--- src/rtl/usfbc_defs.vh ---
`ifndef USFBC_DEFS_VH
`define USFBC_DEFS_VH

// Register byte offsets
`define USFBC_OFS_MPROC_CTRL 8'h06
`define USFBC_OFS_FRAME_CTRL 8'h07
`define USFBC_OFS_BAUD_LOW 8'h08
`define USFBC_BAUD_HIGH_STEP 8'h01
`define USFBC_OFS_AUTOBAUD 8'h0A
`define USFBC_OFS_DEBUG 8'h0B
`define USFBC_OFS_IR_EVENT 8'h0C
`define USFBC_OFS_IR_TX_PULSE 8'h0D

// Field positions
`define USFBC_MPROC_BIT 0
`define USFBC_MODE_HI 7
`define USFBC_MODE_LO 6
`define USFBC_PAR_HI 5
`define USFBC_PAR_LO 4
`define USFBC_STOP_BIT 3
`define USFBC_SIZE_HI 2
`define USFBC_SIZE_LO 0
`define USFBC_SPI_ORDER_BIT 2
`define USFBC_SPI_PHASE_BIT 1
`define USFBC_WINDOW_HI 7
`define USFBC_WINDOW_LO 6
`define USFBC_DBG_RUN_BIT 0
`define USFBC_IR_EVT_BIT 0

// Reset values
`define USFBC_RST_MODE 2'h0
`define USFBC_RST_PAR 2'h0
`define USFBC_RST_STOP 1'h0
`define USFBC_RST_SIZE 3'h3
`define USFBC_RST_SPI_BITS 1'h0
`define USFBC_RST_BAUD 16'h0000
`define USFBC_RST_BYTE 8'h00

// Communication modes
`define USFBC_MODE_ASYNC 2'h0
`define USFBC_MODE_SYNC 2'h1
`define USFBC_MODE_IR 2'h2
`define USFBC_MODE_SPI 2'h3

// Parity codes
`define USFBC_PAR_OFF 2'h0
`define USFBC_PAR_EVEN 2'h2
`define USFBC_PAR_ODD 2'h3

// Character size codes
`define USFBC_SIZE_5 3'h0
`define USFBC_SIZE_6 3'h1
`define USFBC_SIZE_7 3'h2
`define USFBC_SIZE_8 3'h3
`define USFBC_SIZE_9L 3'h6
`define USFBC_SIZE_9H 3'h7

// Auto-baud window
`define USFBC_AB_NOMINAL 8'h20
`define USFBC_AB_TOL_W0 8'h06
`define USFBC_AB_TOL_W1 8'h05
`define USFBC_AB_TOL_W2 8'h07
`define USFBC_AB_TOL_W3 8'h08

// Sampling and infrared pulse timing
`define USFBC_SAMPLES_PER_BIT 5'h10
`define USFBC_IR_316_SAMPLES 8'h03
`define USFBC_PULSE_316 8'h00
`define USFBC_PULSE_PASS 8'hFF

`endif

--- src/rtl/usfbc_core.v ---
// Notes on behaviour
// - Multiprocessor bit enables multiprocessor mode
// - Mode field selects async, sync, infrared, SPI
// - Mode 3 swaps frame register to SPI layout
// - Parity off, even, odd; code 1 reserved
// - Stop select: one or two, transmitter only
// - Size 5..8 bits, 9 low-first, 9 high-first
// - Normal frame layout resets to 0x03
// - SPI bit order: MSB first or LSB first
// - SPI phase: sample leading or trailing edge
// - Sixteen-bit divisor, low at 0x08, high next
// - Divisor write reloads prescaler at once
// - Window code sets tolerance around 32 samples
// - Sixteen samples per bit, 32 per pair
// - Debug run bit: halt or keep running
// - Infrared event enable is active low bit
// - Pulse length: 3/16, fixed clocks, or bypass
//
// The strobed register port was chosen for this implementation.
`include "usfbc_defs.vh"
`default_nettype none

module usfbc_core (
	input wire clk, // 250 MHz peripheral clock
	input wire sys_rst, // Synchronous reset, active high
	input wire [7:0] reg_addr, // Register byte address
	input wire [7:0] reg_wdata, // Register write data
	input wire reg_wr, // Write strobe
	input wire reg_rd, // Read strobe
	output reg [7:0] reg_rdata, // Read data, cycle after strobe
	input wire debug_halt, // Processor stopped in break debug
	input wire ir_event_in, // Infrared event input
	input wire tx_serial, // Transmit line level from shifter
	input wire [7:0] ab_measured, // Auto-baud samples between bits
	input wire ab_measured_valid, // Measurement strobe
	output wire multiprocessor_mode_enable, // Multiprocessor mode on
	output wire async_mode, // Asynchronous mode selected
	output wire sync_mode, // Synchronous mode selected
	output wire infrared_mode, // Infrared mode selected
	output wire spi_host_mode, // Host SPI mode selected
	output wire parity_enable, // Parity generated and checked
	output wire parity_odd, // Odd parity when enabled
	output wire tx_two_stop_bits, // Transmitter adds two stop bits
	output wire [3:0] data_bits, // Data bits per character
	output wire nine_bit_low_first, // Nine-bit, low byte first
	output wire nine_bit_high_first, // Nine-bit, high byte first
	output wire spi_lsb_first, // SPI least significant first
	output wire spi_sample_trailing, // SPI samples trailing edge
	output wire [15:0] baud_value, // Current baud divisor
	output reg baud_tick, // One pulse per baud sample
	output reg bit_tick, // One pulse per 16 samples
	output wire port_halted, // Port frozen for debug
	output reg ab_window_ok, // Last measurement in window
	output reg ab_result_valid, // Pulse with ab_window_ok
	output reg ir_event_out, // Gated infrared event
	output reg ir_tx_out // Encoded infrared transmit line
);

////////////////////////////////////////////////////////////////////////
// Register storage

reg mproc_en;
reg [1:0] comm_mode_select;
reg [1:0] parity_select;
reg stop_bit_select;
reg [2:0] char_size_select;
reg spi_bit_order;
reg spi_clock_phase;
reg [15:0] baud_divisor;
reg [1:0] autobaud_window_size;
reg run_while_halted;
reg ir_event_disable_bit;
reg [7:0] infrared_tx_pulse_length;

wire wr_mproc = reg_wr && (reg_addr == `USFBC_OFS_MPROC_CTRL);
wire wr_frame = reg_wr && (reg_addr == `USFBC_OFS_FRAME_CTRL);
wire wr_baud_lo = reg_wr && (reg_addr == `USFBC_OFS_BAUD_LOW);
wire wr_baud_hi = reg_wr &&
	(reg_addr == (`USFBC_OFS_BAUD_LOW + `USFBC_BAUD_HIGH_STEP));
wire wr_ab = reg_wr && (reg_addr == `USFBC_OFS_AUTOBAUD);
wire wr_dbg = reg_wr && (reg_addr == `USFBC_OFS_DEBUG);
wire wr_evt = reg_wr && (reg_addr == `USFBC_OFS_IR_EVENT);
wire wr_infrared_tx_pulse_length = reg_wr && (reg_addr == `USFBC_OFS_IR_TX_PULSE);
wire new_mode_spi = (reg_wdata[`USFBC_MODE_HI:`USFBC_MODE_LO] ==
	`USFBC_MODE_SPI);

// Both frame layouts live behind one address; the written mode picks
// which fields a write lands in, so the other layout keeps its values
always @(posedge clk) begin
	if (sys_rst) begin
		mproc_en <= 1'b0;
		comm_mode_select <= `USFBC_RST_MODE;
		parity_select <= `USFBC_RST_PAR;
		stop_bit_select <= `USFBC_RST_STOP;
		char_size_select <= `USFBC_RST_SIZE;
		spi_bit_order <= `USFBC_RST_SPI_BITS;
		spi_clock_phase <= `USFBC_RST_SPI_BITS;
		baud_divisor <= `USFBC_RST_BAUD;
		autobaud_window_size <= 2'h0;
		run_while_halted <= 1'b0;
		ir_event_disable_bit <= 1'b0;
		infrared_tx_pulse_length <= `USFBC_RST_BYTE;
	end else begin
		if (wr_mproc) begin
			mproc_en <= reg_wdata[`USFBC_MPROC_BIT];
		end
		if (wr_frame) begin
			comm_mode_select <=
				reg_wdata[`USFBC_MODE_HI:`USFBC_MODE_LO];
			if (new_mode_spi) begin
				spi_bit_order <=
					reg_wdata[`USFBC_SPI_ORDER_BIT];
				spi_clock_phase <=
					reg_wdata[`USFBC_SPI_PHASE_BIT];
			end else begin
				parity_select <=
					reg_wdata[`USFBC_PAR_HI:`USFBC_PAR_LO];
				stop_bit_select <= reg_wdata[`USFBC_STOP_BIT];
				char_size_select <=
					reg_wdata[`USFBC_SIZE_HI:`USFBC_SIZE_LO];
			end
		end
		if (wr_baud_lo) begin
			baud_divisor[7:0] <= reg_wdata;
		end
		if (wr_baud_hi) begin
			baud_divisor[15:8] <= reg_wdata;
		end
		if (wr_ab) begin
			autobaud_window_size <=
				reg_wdata[`USFBC_WINDOW_HI:`USFBC_WINDOW_LO];
		end
		if (wr_dbg) begin
			run_while_halted <= reg_wdata[`USFBC_DBG_RUN_BIT];
		end
		if (wr_evt) begin
			ir_event_disable_bit <= reg_wdata[`USFBC_IR_EVT_BIT];
		end
		if (wr_infrared_tx_pulse_length) begin
			infrared_tx_pulse_length <= reg_wdata;
		end
	end
end

////////////////////////////////////////////////////////////////////////
// Read port

reg [7:0] next_rdata;

// Frame register shows only the fields of the layout now in force
always @* begin
	next_rdata = 8'h00;
	if (reg_addr == `USFBC_OFS_MPROC_CTRL) begin
		next_rdata[`USFBC_MPROC_BIT] = mproc_en;
	end else if (reg_addr == `USFBC_OFS_FRAME_CTRL) begin
		next_rdata[`USFBC_MODE_HI:`USFBC_MODE_LO] = comm_mode_select;
		if (spi_host_mode) begin
			next_rdata[`USFBC_SPI_ORDER_BIT] = spi_bit_order;
			next_rdata[`USFBC_SPI_PHASE_BIT] = spi_clock_phase;
		end else begin
			next_rdata[`USFBC_PAR_HI:`USFBC_PAR_LO] = parity_select;
			next_rdata[`USFBC_STOP_BIT] = stop_bit_select;
			next_rdata[`USFBC_SIZE_HI:`USFBC_SIZE_LO] = char_size_select;
		end
	end else if (reg_addr == `USFBC_OFS_BAUD_LOW) begin
		next_rdata = baud_divisor[7:0];
	end else if (reg_addr ==
		(`USFBC_OFS_BAUD_LOW + `USFBC_BAUD_HIGH_STEP)) begin
		next_rdata = baud_divisor[15:8];
	end else if (reg_addr == `USFBC_OFS_AUTOBAUD) begin
		next_rdata[`USFBC_WINDOW_HI:`USFBC_WINDOW_LO] =
			autobaud_window_size;
	end else if (reg_addr == `USFBC_OFS_DEBUG) begin
		next_rdata[`USFBC_DBG_RUN_BIT] = run_while_halted;
	end else if (reg_addr == `USFBC_OFS_IR_EVENT) begin
		next_rdata[`USFBC_IR_EVT_BIT] = ir_event_disable_bit;
	end else if (reg_addr == `USFBC_OFS_IR_TX_PULSE) begin
		next_rdata = infrared_tx_pulse_length;
	end
end

// Data is valid only in the cycle after the read strobe, zero otherwise
always @(posedge clk) begin
	if (sys_rst) begin
		reg_rdata <= 8'h00;
	end else if (reg_rd) begin
		reg_rdata <= next_rdata;
	end else begin
		reg_rdata <= 8'h00;
	end
end

////////////////////////////////////////////////////////////////////////
// Decoded configuration

assign multiprocessor_mode_enable = mproc_en;
assign async_mode = (comm_mode_select == `USFBC_MODE_ASYNC);
assign sync_mode = (comm_mode_select == `USFBC_MODE_SYNC);
assign infrared_mode = (comm_mode_select == `USFBC_MODE_IR);
assign spi_host_mode = (comm_mode_select == `USFBC_MODE_SPI);
// Reserved parity code 1 is treated as parity off
assign parity_enable = !spi_host_mode &&
	((parity_select == `USFBC_PAR_EVEN) ||
	(parity_select == `USFBC_PAR_ODD));
assign parity_odd = parity_enable &&
	(parity_select == `USFBC_PAR_ODD);
// Receiver never looks at this; it feeds the transmitter only
assign tx_two_stop_bits = !spi_host_mode && stop_bit_select;
assign nine_bit_low_first = (char_size_select == `USFBC_SIZE_9L);
assign nine_bit_high_first = (char_size_select == `USFBC_SIZE_9H);
assign spi_lsb_first = spi_host_mode && spi_bit_order;
assign spi_sample_trailing = spi_host_mode && spi_clock_phase;
assign baud_value = baud_divisor;

reg [3:0] size_bits;

// Reserved size codes fall back to eight bits
always @* begin
	case (char_size_select)
		`USFBC_SIZE_5: size_bits = 4'h5;
		`USFBC_SIZE_6: size_bits = 4'h6;
		`USFBC_SIZE_7: size_bits = 4'h7;
		`USFBC_SIZE_9L: size_bits = 4'h9;
		`USFBC_SIZE_9H: size_bits = 4'h9;
		default: size_bits = 4'h8;
	endcase
end
assign data_bits = size_bits;

////////////////////////////////////////////////////////////////////////
// Debug halt

assign port_halted = debug_halt && !run_while_halted;

////////////////////////////////////////////////////////////////////////
// Baud prescaler and bit timing

reg [15:0] presc_cnt;
reg [4:0] sample_cnt;

// A divisor write restarts timing at once, mid-frame if need be
always @(posedge clk) begin
	if (sys_rst) begin
		presc_cnt <= `USFBC_RST_BAUD;
		sample_cnt <= 5'h00;
		baud_tick <= 1'b0;
		bit_tick <= 1'b0;
	end else if (wr_baud_lo || wr_baud_hi) begin
		presc_cnt <= wr_baud_lo ? {baud_divisor[15:8], reg_wdata} :
			{reg_wdata, baud_divisor[7:0]};
		sample_cnt <= 5'h00;
		baud_tick <= 1'b0;
		bit_tick <= 1'b0;
	end else if (port_halted) begin
		baud_tick <= 1'b0;
		bit_tick <= 1'b0;
	end else if (presc_cnt == 16'h0000) begin
		presc_cnt <= baud_divisor;
		baud_tick <= 1'b1;
		if (sample_cnt == (`USFBC_SAMPLES_PER_BIT - 5'h01)) begin
			sample_cnt <= 5'h00;
			bit_tick <= 1'b1;
		end else begin
			sample_cnt <= sample_cnt + 5'h01;
			bit_tick <= 1'b0;
		end
	end else begin
		presc_cnt <= presc_cnt - 16'h0001;
		baud_tick <= 1'b0;
		bit_tick <= 1'b0;
	end
end

////////////////////////////////////////////////////////////////////////
// Auto-baud window check

reg [7:0] ab_tol;

always @* begin
	case (autobaud_window_size)
		2'h0: ab_tol = `USFBC_AB_TOL_W0;
		2'h1: ab_tol = `USFBC_AB_TOL_W1;
		2'h2: ab_tol = `USFBC_AB_TOL_W2;
		default: ab_tol = `USFBC_AB_TOL_W3;
	endcase
end

// Matched rates give 32 samples per bit pair; accept within tolerance
always @(posedge clk) begin
	if (sys_rst) begin
		ab_window_ok <= 1'b0;
		ab_result_valid <= 1'b0;
	end else begin
		ab_result_valid <= ab_measured_valid && !port_halted;
		if (ab_measured_valid && !port_halted) begin
			ab_window_ok <=
				(ab_measured >= (`USFBC_AB_NOMINAL - ab_tol)) &&
				(ab_measured <= (`USFBC_AB_NOMINAL + ab_tol));
		end
	end
end

////////////////////////////////////////////////////////////////////////
// Infrared event input

// Stored bit is a disable: zero lets events through
always @(posedge clk) begin
	if (sys_rst) begin
		ir_event_out <= 1'b0;
	end else begin
		ir_event_out <= ir_event_in && !ir_event_disable_bit &&
			!port_halted;
	end
end

////////////////////////////////////////////////////////////////////////
// Infrared transmit pulse encoder

localparam IR_IDLE = 2'b01;
localparam IR_PULSE = 2'b10;

reg [1:0] ir_state;
reg [7:0] pulse_cnt;
reg pulse_by_samples;
wire ir_bypass = (infrared_tx_pulse_length == `USFBC_PULSE_PASS);
wire ir_316 = (infrared_tx_pulse_length == `USFBC_PULSE_316);

// A zero bit is sent as one short high pulse at the bit start; the
// pulse length is latched so a late register write cannot stretch it
always @(posedge clk) begin
	if (sys_rst) begin
		ir_state <= IR_IDLE;
		pulse_cnt <= 8'h00;
		pulse_by_samples <= 1'b0;
		ir_tx_out <= 1'b0;
	end else if (!infrared_mode || ir_bypass) begin
		ir_state <= IR_IDLE;
		pulse_cnt <= 8'h00;
		ir_tx_out <= tx_serial;
	end else begin
		case (ir_state)
			IR_IDLE: begin
				ir_tx_out <= 1'b0;
				if (bit_tick && !tx_serial) begin
					ir_state <= IR_PULSE;
					ir_tx_out <= 1'b1;
					pulse_by_samples <= ir_316;
					pulse_cnt <= ir_316 ? `USFBC_IR_316_SAMPLES :
						infrared_tx_pulse_length;
				end
			end
			IR_PULSE: begin
				if (pulse_by_samples && !baud_tick) begin
					ir_tx_out <= 1'b1;
				end else if (pulse_cnt == 8'h01) begin
					ir_state <= IR_IDLE;
					ir_tx_out <= 1'b0;
					pulse_cnt <= 8'h00;
				end else begin
					pulse_cnt <= pulse_cnt - 8'h01;
					ir_tx_out <= 1'b1;
				end
			end
			default: begin
				ir_state <= IR_IDLE;
				ir_tx_out <= 1'b0;
			end
		endcase
	end
end

endmodule

`default_nettype wire

--- config.mk ---
export PLATFORM = sky130hd
export DESIGN_NAME = usfbc_core
export DESIGN_NICKNAME = d
export VERILOG_FILES = /design/src/rtl/usfbc_core.v
export VERILOG_INCLUDE_DIRS = /design/src /design/src/rtl
export SDC_FILE = /design/constraint.sdc
export NUM_CORES = 1
export LEC_CHECK = 0
export ABC_AREA = 0
export BUFFER_PORTS_ARGS = -buffer_cell sky130_fd_sc_hd__buf_4
export CORE_ASPECT_RATIO = 0.5
export CORE_UTILIZATION = 25
export DETAILED_ROUTE_END_ITERATION = 7
export SLEW_MARGIN = 20
export SYNTH_ARGS = -nofsm -noshare
export SYNTH_HDL_FRONTEND = slang
export SYNTH_SLANG_ARGS = --single-unit
--- constraint.sdc ---
create_clock -name clk -period 5.9 [get_ports clk]
set_input_delay 1.18 -clock clk [delete_from_list [all_inputs] [get_ports clk]]
set_output_delay 1.18 -clock clk [all_outputs]
set_load 0.01 [all_outputs]
==> metrics, run 1 <==
routed wire length around 16000 um; Placed Cells 885; Initial Util 26.1%; root buf cell clkbuf_16; DRT Pass-1 Iters 5; Cell Rows 35; DRC violations left 0; area leader, netlist dfxtp_1; cells on worst reg2reg path 5; status finished clean; Worst setup EP type output pin; Max IR drop VDD 0.159 mV; Port Buffer Count 78; CTS sink cnt 85; Unique masters post-synth between 70 and 80; power share of the clock group between 30% and 40%; Filler Cells Inserted 2008; RSZ-0062 raised after global routing false; Crit path buffers/inverters 3; Most common cell on crit path buf_4; Mapped Area a little under 5000 um^2; Startpoint Class input port; Post-DP Area between 5000 and 6000 um^2; die width 200 um; Num CTS Buffers 9; Reg2Reg Launch Point presc_cnt[2]$_SDFFE_PP0P_; hpwl dp around 11000 um; Max Root-Sink Buffers 2; final hold vios 0; total core area 18800 um^2; number of synthesized register bits 85; ys async rst share 0%; fin. max-slew vios 0; GR Overflow Total 0; Pwr Density 270 nW/um^2; number of flops mapped to enable cells by yosys 0; Hold Path Class flop to flop; Post-CTS Setup Bufs 0; Pint 1060 uW; worst hold path stage count 2; critical path fanouts, max 14; Hold Path End sample_cnt[1]$_SDFFE_PP0P_; die footprint 20200 um^2; Syn Area/Cell 8.49 um^2; sequential power share 41.1%; Setup Viol. Count Final 0; share of cells above drive strength 1 17.6%; post-route ant nets 0; period utilisation layout 58.4%; Logic pwr share between 20% and 30%; initial DRC count 438; clk_skew 7.03 ps; yosys warns 0; CP max stage delay 390 ps; routed len/inst 17.2 um; via count 4645; CP Cell Sequence buf_4 -> nand2b_1 -> inv_1 -> buf_4; number of global-route vias before repair 4498; register area 1700 um^2; top-area cell type share of the netlist area 34.7%; Worst Tran Pin Value 1040 ps; Mapped Cells 578; fmax just under 300 MHz; Leakage roughly 0.0025 uW; cell area after layout approximately 5900 um^2; CTS H-tree depth 3; WS Path Type input port to output pin; Fin Hold WS 479 ps; vias per cell 5.16; initial antenna violation count 0; critical path depth in cells 4; Reg-to-Reg End presc_cnt[10]$_SDFFE_PP0P_; io pins 79; synthesis-to-finish area growth 20.9%; Rel. slew slack slightly above 30%; GRT Total Usage 15.6%; die span in y 101 um; cts hold-fix bufs 0; post-cts resize count 0; CP top delay family buffers and inverters; clock-pin slew on the worst setup and hold paths 60 ps; clk_lat worst skew about 340 ps; Mapped Nets 627; CTS tree yes; setup_tns 0 ps; ANT cells 0; Primary FF master, synth dfxtp_1; r2r setup slk 3050 ps; arrival time worst endpoint 2270 ps; final net count 686; Placer Congestion 0.898; CP Data Required Time 4720 ps; Max-Cap Viols 0; maximum number of pins on one net before global-route repair 52; switching power share of the total 33.8%; slowest library cell on the worst path inv_1; sequential cell area fraction in the yosys report 34.7%; Layout Cells excl Fill 901; Synth area leaders dfxtp_1, mux2i_1, nor2_1, ha_1, a21oi_1; Net Sw Power 541 uW; first-pass GRT wire length 24800 um; hold_sp sample_cnt[1]$_SDFFE_PP0P_; area occupied by multi-input gates 2980 um^2; post-layout min period 3450 ps
power groups by stage:
| stage | Clock (uW) | Combinational [uW] | Sequential (uW) |
|---|---|---|---|
| detailed placement | 0 | 417 | 667 |
| floorplan | 0 | 325 | 656 |
| global route | 548 | 469 | 661 |
| global placement | 0 | 411 | 667 |
| finish | 516 | 426 | 658 |
| CTS | 524 | 418 | 655 |
registers in the layout (all words and copies together) (netlist names), 2 cells and up:
register	count
parity_select	2
char_size_select	3
sample_cnt	5
presc_cnt	16
baud_value	16
pulse_cnt	8
ir_state	2
comm_mode_select	2
reg_rdata	8
autobaud_window_size	2
infrared_tx_pulse_length	8
worst min-delay path: cells and delay by family, from the launching register on:
family           cells  cell delay, ps
AO/OA/AOI/OAI        1              50
flip-flops           1             320
AND/OR/NAND/NOR      1              60
metrics by stage:
stage / worst slack, ps / util, % / power, uW
5_1_grt: 2390 / 31.6 / 1680
4_1_cts: 2470 / 31.6 / 1600
3_3_place_gp: 2500 / 30.2 / 1080
6_report: 2450 / 31.6 / 1600
3_5_place_dp: 2420 / 30.2 / 1080
2_1_floorplan: 2920 / - / 981
layout by cell type, fill, tap and decap left out, types with 4 or more instances in the layout:
master	instances
nor3_1	6
and3_1	9
a22o_1	5
mux2_2	4
nor2b_1	11
o311ai_0	4
xnor2_1	6
o32ai_1	4
clkbuf_16	9
o21ai_1	6
nand2b_1	7
a22oi_1	7
buf_4	78
a21oi_1	35
a31oi_1	4
dfxtp_1	85
mux2i_1	43
or4_1	4
nor2_1	76
or3_1	4
a221oi_1	4
nand2_1	34
nand3b_1	4
clkinv_2	4
inv_1	20
o21ai_0	28
and2_1	12
nand3_1	22
ha_1	17
o2bb2ai_1	5
nand4_1	13
area by class of cell:
type	count	area share (%)
Timing Repair Buffer	78	9.87
Multi-Input combinational cell	442	50.3
Sequential cell	85	28.7
Clock inverter	5	0.464
Clock buffer	11	3.92
Inverter	21	1.33
Tap cell	259	5.46
how the worst max path moves through the flow:
stage / from / endpoint / slack, ps
floorplan: debug_halt / port_halted / 2920
global placement: debug_halt / port_halted / 2500
detailed placement: reg_addr[5] / presc_cnt[9]$_SDFFE_PP0P_ / 2420
CTS: debug_halt / port_halted / 2470
global route: debug_halt / port_halted / 2390
finish: debug_halt / port_halted / 2450
synth_stat cells, types with 7 or more instances:
| master | number |
|---|---|
| mux2i_1 | 43 |
| clkbuf_1 | 12 |
| nand4_1 | 13 |
| nor2_1 | 76 |
| a22oi_1 | 7 |
| nor2b_1 | 11 |
| a21oi_1 | 35 |
| dfxtp_1 | 85 |
| nand2b_1 | 7 |
| o21ai_0 | 28 |
| nand2_1 | 34 |
| nand3_1 | 22 |
| and3_1 | 9 |
| inv_1 | 20 |
| buf_2 | 14 |
| ha_1 | 17 |
| and2_1 | 12 |
metal layers:
metal	wire length, um	global-route usage [%]	up-vias	part of all wire (%)
li1	-	-	2266	-
met1	7300	20.4	2224	47
met2	7140	26.0	133	46
met3	846	2.84	22	5.4
met4	255	5.15	0	1.6
met5	0	0	-	0
cell families (layout without fill, tap and decap cells):
family	count (synthesis)	after routing	synth area share, %
simple gates	227	227	25.2
compound gates	142	142	19.8
flops	85	85	34.7
buf+inv	51	115	4.51
mux	48	48	10.0
fa+ha+maj	17	17	4.34
xor+xnor	8	8	1.43
No activity file was read; power rests on OpenSTA's default activity.
==> run 2: changes to the inputs <==
==> constraint.sdc (replaced) <==
create_clock -name clk -period 3.56 [get_ports clk]
set_input_delay 0.712 -clock clk [delete_from_list [all_inputs] [get_ports clk]]
set_output_delay 0.712 -clock clk [all_outputs]
set_load 0.01 [all_outputs]
==> run 2 against run 1 <==
Effect of this change: utilization up 0.41 points; cell area rose by 1.3%; critical endpoint is now presc_cnt[6]$_SDFFE_PP0P_; clock-buffer cell count unchanged; total power is 71% higher; clock skew decreased by 4.0 ps.
==> metrics, run 2 (synthesized netlist as in run 1, its figures left out) <==
status finished clean; DRC violations left 0 (unchanged); GRT Total Usage 15.1% (-0.50 points); setup_tns 0 ps (unchanged); initial DRC count 348 (-21%); GR Overflow Total 0 (unchanged); total core area 18800 um^2 (unchanged); CP Data Required Time 3820 ps (-900 ps); post-layout min period ~2300 ps; Max IR drop VDD 0.208 mV (+30%); CTS H-tree depth 3 (unchanged); r2r setup slk 1250 ps (-1800 ps); io pins 79 (unchanged); arrival time worst endpoint 2580 ps (+310 ps); cts hold-fix bufs 0 (unchanged); most frequent cells in the layout dfxtp_1, buf_4, nor2_1; Initial Util 26.1% (unchanged); clock-pin slew on the worst setup and hold paths 60 ps (about the same); ANT cells 0 (unchanged); Startpoint Class input port; WS Path Type input port to flop; RSZ-0062 raised after global routing false; period utilisation layout between 60% and 70%; Placer Congestion 0.905 (+0.76%); Post-DP Area 5720 um^2 (+0.79%); area occupied by multi-input gates 2980 um^2 (unchanged); met3 routed WL 687 um (-19%); number of global-route vias before repair 4350 (-3.3%); final net count 692 (+0.87%); Pwr Density 456 nW/um^2 (+69%); routed wire length 15200 um (-2.1%); Max Root-Sink Buffers 2 (unchanged); hpwl dp 11100 um (-0.73%); fin. max-slew vios 0 (unchanged); Reg-to-Reg End presc_cnt[13]$_SDFFE_PP0P_; Setup Viol. Count Final 0 (unchanged); Rel. slew slack 36.8% (+6.5 points); pre-CTS WS 953 ps (-1460 ps); met2 wire len 6970 um (-2.4%); share of cells above drive strength 1 18.5% (+0.92 points); Hold Path End sample_cnt[4]$_SDFFE_PP0P_; Leakage 0.00254 uW (+2.0%); routed len/inst 16.8 um (-2.7%); Max-Cap Viols 0 (unchanged); Port Buffer Count 78 (unchanged); synthesis-to-finish area growth 22.5%; cells on worst reg2reg path 6 (+1); Cell Rows 35 (unchanged); via count 4688 (+0.93%); post-cts resize count 0 (unchanged); post-route ant nets 0 (unchanged); Post-CTS Setup Bufs 0 (unchanged); CTS tree yes; Worst setup EP type flop; WL met1 7220 um (-1.1%); die width 200 um (unchanged); register area 1700 um^2 (unchanged); highest metal layer with signal wires met4; CTS sink cnt 85 (unchanged); worst hold path stage count 1 (-1); Hold Path Class flop to flop; Fin Hold WS 481 ps (+2.33 ps); Filler Cells Inserted 1975 (-1.6%); setup ws final 1240 ps (-1210 ps); die span in y 101 um (unchanged); final hold vios 0 (unchanged); most common cell after layout, fill and taps aside dfxtp_1; Worst Tran Pin Value 947 ps (-88.4 ps); clk_skew 2.99 ps (-4.03 ps); CP startpoint reg_addr[5]; initial antenna violation count 0 (unchanged); maximum number of pins on one net before global-route repair 51 (-1.9%); Num CTS Buffers 9 (unchanged); vias per cell 5.17 (+0.26%); hold_sp sample_cnt[4]$_SDFFE_PP0P_; cell area after layout 6010 um^2 (+1.3%); critical path fanouts, max 15 (+1); root buf cell clkbuf_16; DRT Pass-1 Iters 5 (unchanged); Reg2Reg Launch Point presc_cnt[2]$_SDFFE_PP0P_; first-pass GRT wire length 24000 um (-3.3%); clk_lat worst skew 340 ps (about the same); die footprint 20200 um^2 (unchanged); fmax approximately 430 MHz
## run 2: changes by cell type in the layout (fill, tap and decap cells not counted), sizes merged
cell      change
bufinv        +1
clkinvlp      -1
buf           +6
## run 2: cell type report
| cell class | instances | area share (%) |
|---|---|---|
| timing repair buffer | 84 | 10.5 |
| multi-input combinational | 442 | 49.6 |
| sequential | 85 | 28.3 |
| inverter | 21 | 1.31 |
| clock buffer | 11 | 4.04 |
| tap | 259 | 5.39 |
| clock inverter | 5 | 0.833 |
## run 2: how the worst max path moves through the flow
stage	end	cells past startpoint
final	presc_cnt[6]$_SDFFE_PP0P_	7
after floorplan	presc_cnt[2]$_SDFFE_PP0P_	6
after detailed placement	presc_cnt[6]$_SDFFE_PP0P_	7
after global placement	presc_cnt[6]$_SDFFE_PP0P_	7
after CTS	presc_cnt[14]$_SDFFE_PP0P_	6
after global routing	pulse_cnt[1]$_SDFFE_PP0P_	6
## run 2: power breakdown
part / leakage, uW / internal, uW / switching, uW
Sequential: 0.000688 / 1010 / 79.8
Clock: 0.000149 / 558 / 383
Combinational: 0.00170 / 290 / 421
Total: 0.00254 / 1860 / 884
## run 2: metal layers
layer / track usage (%) / vias up
li1: - / 2262
met1: 20.1 / 2253
met2: 24.7 / 146
met3: 2.39 / 27
met4: 5.68 / 0
met5: 0 / -
## run 2: critical path, stage by stage
cell,delay (ps)
buf_4,120
nor4_4,250
buf_4,240
and3_1,330
nand3b_1,430
o31a_1,420
o21ai_0,80
## run 2: through the flow
step                      util (%)  total power [uW]  std cells
final                         32.0              2740        907
after global placement        30.4              1790        891
after floorplan                  -              1630        578
after global routing          32.0              2870        907
after detailed placement      30.4              1800        891
after CTS                     32.0              2740        907
==> run 3: changes to the inputs <==
==> constraint.sdc (replaced) <==
create_clock -name clk -period 1.9 [get_ports clk]
set_input_delay 0.38 -clock clk [delete_from_list [all_inputs] [get_ports clk]]
set_output_delay 0.38 -clock clk [all_outputs]
set_load 0.01 [all_outputs]
==> run 3 against run 2 <==
Effect of this change: largest power group unchanged; largest cell class unchanged; clock-buffer cell count fell by 2; hold slack lost 210 ps; final cell count grew 6.8%; critical path depth grew 2; global-route usage rose by 0.94 points; total power is 100% higher; sequential power increased by 84%; sequential cell count did not move; register-to-register slack got worse by 1200 ps; critical endpoint is now ab_window_ok$_SDFFE_PP0P_; via count grew 6.0%; cell area grew 9.5%; wire length up 4.9%.
==> metrics, run 3 (synthesized netlist as in run 1, its figures left out) <==
status finished clean; arrival time worst endpoint 2130 ps (-450 ps); register area 1710 um^2 (+0.44%); Max IR drop VDD 0.409 mV (+97%); Crit path buffers/inverters 2 (unchanged); DRT Pass-1 Iters 5 (unchanged); Num CTS Buffers 9 (unchanged); clock-pin slew on the worst setup and hold paths 70 ps (about the same); GRT Total Usage 16.0% (+0.94 points); fmax 531 MHz; share of cells above drive strength 1 27.9% (+9.4 points); Power, Total 5570 uW (+100%); clk_skew 4.45 ps (+1.46 ps); synthesis-to-finish area growth 34.2%; cts hold-fix bufs 0 (unchanged); first-pass GRT wire length 25700 um (+6.9%); Pwr Density 846 nW/um^2 (+86%); CP Cell Sequence inv_2 -> buf_4 -> ha_1 -> nor2_1 -> ha_1 -> a211o_1 -> a31oi_1 -> nor4b_1 -> a32o_1; DRC violations left 0 (unchanged); Setup Viol. Count Final 0 (unchanged); clk_lat worst skew 350 ps (about the same); Max Root-Sink Buffers 2 (unchanged); GR Overflow Total 0 (unchanged); CP max stage delay 370 ps (-60 ps); Placer Congestion 0.945 (+4.5%); routed len/inst 16.5 um (-1.8%); ANT cells 0 (unchanged); number of global-route vias before repair 4757 (+9.4%); WS Path Type flop to flop; post-route ant nets 0 (unchanged); Worst Tran Pin Value 605 ps (-342 ps); total core area 18800 um^2 (unchanged); io pins 79 (unchanged); Startpoint Class flop; cell area after layout 6580 um^2 (+9.5%); CTS tree yes; RSZ-0062 raised after global routing true; CTS H-tree depth 3 (unchanged); hpwl dp 11900 um (+7.2%); initial DRC count 341 (-2.0%); most frequent cells in the layout buf_4, dfxtp_1, nor2_1; Hold Path Class input port to flop; slowest library cell on the worst path dfxtp_4; Post-DP Area 6140 um^2 (+7.5%); Layout Cells excl Fill 969 (+6.8%); Worst setup EP type flop; initial antenna violation count 0 (unchanged); Port Buffer Count 78 (unchanged); CP Data Required Time 2140 ps (-1680 ps); Placed Cells 946 (+6.2%); Max-Cap Viols 0 (unchanged); area occupied by multi-input gates 3040 um^2 (+1.8%); die footprint 20200 um^2 (unchanged); Rel. slew slack 59.2% (+22 points); Most common cell on crit path ha_1; Filler Cells Inserted 1922 (-2.7%); critical path fanouts, max 4 (-11); via count 4968 (+6.0%); Leakage 0.00286 uW (+13%); Cell Rows 35 (unchanged); final hold vios 0 (unchanged); CP top delay family compound AO/OA/AOI/OAI gates; die span in y 101 um (unchanged); final net count 754 (+9.0%); vias per cell 5.13 (-0.81%); post-layout min period approximately 1900 ps; die width 200 um (unchanged); CTS sink cnt 85 (unchanged); most common cell after layout, fill and taps aside buf_4; maximum number of pins on one net before global-route repair 51 (unchanged); period utilisation layout between 90% and 100%; Initial Util 26.1% (unchanged); root buf cell clkbuf_16; routed wire length 16000 um (+4.9%); fin. max-slew vios 0 (unchanged)
-- run 3: cell types whose count changed in the layout (fill, tap and decap cells not counted), sizes merged --
cell and delta:
buf +62, clkinv -1, clkbuf -2, inv +1
clkinvlp +1, bufinv +1
-- run 3: through the flow --
| step | utilization [%] | setup TNS (ps) | hold WS, ps | worst slack [ps] |
|---|---|---|---|---|
| 2_1_floorplan | - | 0 | 423 | 13.7 |
| 3_3_place_gp | 32.7 | -72.8 | 459 | -69.8 |
| 3_5_place_dp | 32.7 | -143 | 465 | -117 |
| 4_1_cts | 34.7 | -31.9 | 274 | -31.9 |
| 5_1_grt | 35.0 | -80.9 | 296 | -80.9 |
| 6_report | 35.0 | 0 | 272 | 15.1 |
-- run 3: what timing repair did --
| item | 4_1_cts | 5_1_grt |
|---|---|---|
| buffers inserted | 3 | 4 |
| resized for setup | 9 | 8 |
| endpoints found under the hold margin | 0 | 0 |
| pin swaps | 6 | 6 |
| endpoints found under the setup margin | 1 | 22 |
-- run 3: layout make-up --
class                           count  share of cell area (%)
Clock inverter                      7                    1.50
Clock buffer                        9                    3.42
Inverter                           21                    1.24
Tap cell                          259                    4.92
Sequential cell                    85                    26.0
Timing Repair Buffer              146                    16.8
Multi-Input combinational cell    442                    46.1
-- run 3: path summary, 6_finish.rpt --
| path | end | cells after the start | slack, ps | from |
|---|---|---|---|---|
| worst max-delay path | ab_window_ok$_SDFFE_PP0P_ | 9 | 20 | autobaud_window_size[1]$_SDFFE_PP0P_ |
| worst min-delay path | ir_tx_out$_SDFF_PP0_ | 3 | 270 | tx_serial |
| worst max register to register | ab_window_ok$_SDFFE_PP0P_ | 9 | 20 | autobaud_window_size[1]$_SDFFE_PP0P_ |
| worst min register to register | spi_clock_phase$_SDFFE_PP0P_ | 2 | 470 | spi_clock_phase$_SDFFE_PP0P_ |
-- run 3: routing by layer --
metal | part of all wire, % | vias up | GRT usage (%)
li1 | - | 2400 | -
met1 | 46 | 2392 | 20.9
met2 | 46 | 148 | 26.7
met3 | 5.1 | 28 | 2.94
met4 | 2.0 | 0 | 5.56
met5 | 0 | - | 0
-- run 3: tightest hold or removal path, stage by stage --
cell	delay, ps
buf_4	90
a21oi_1	50
nor2_1	70
-- run 3: report_power, final --
part	switching (uW)	internal, uW
Sequential	124	1890
Combinational	869	739
Clock	792	1160
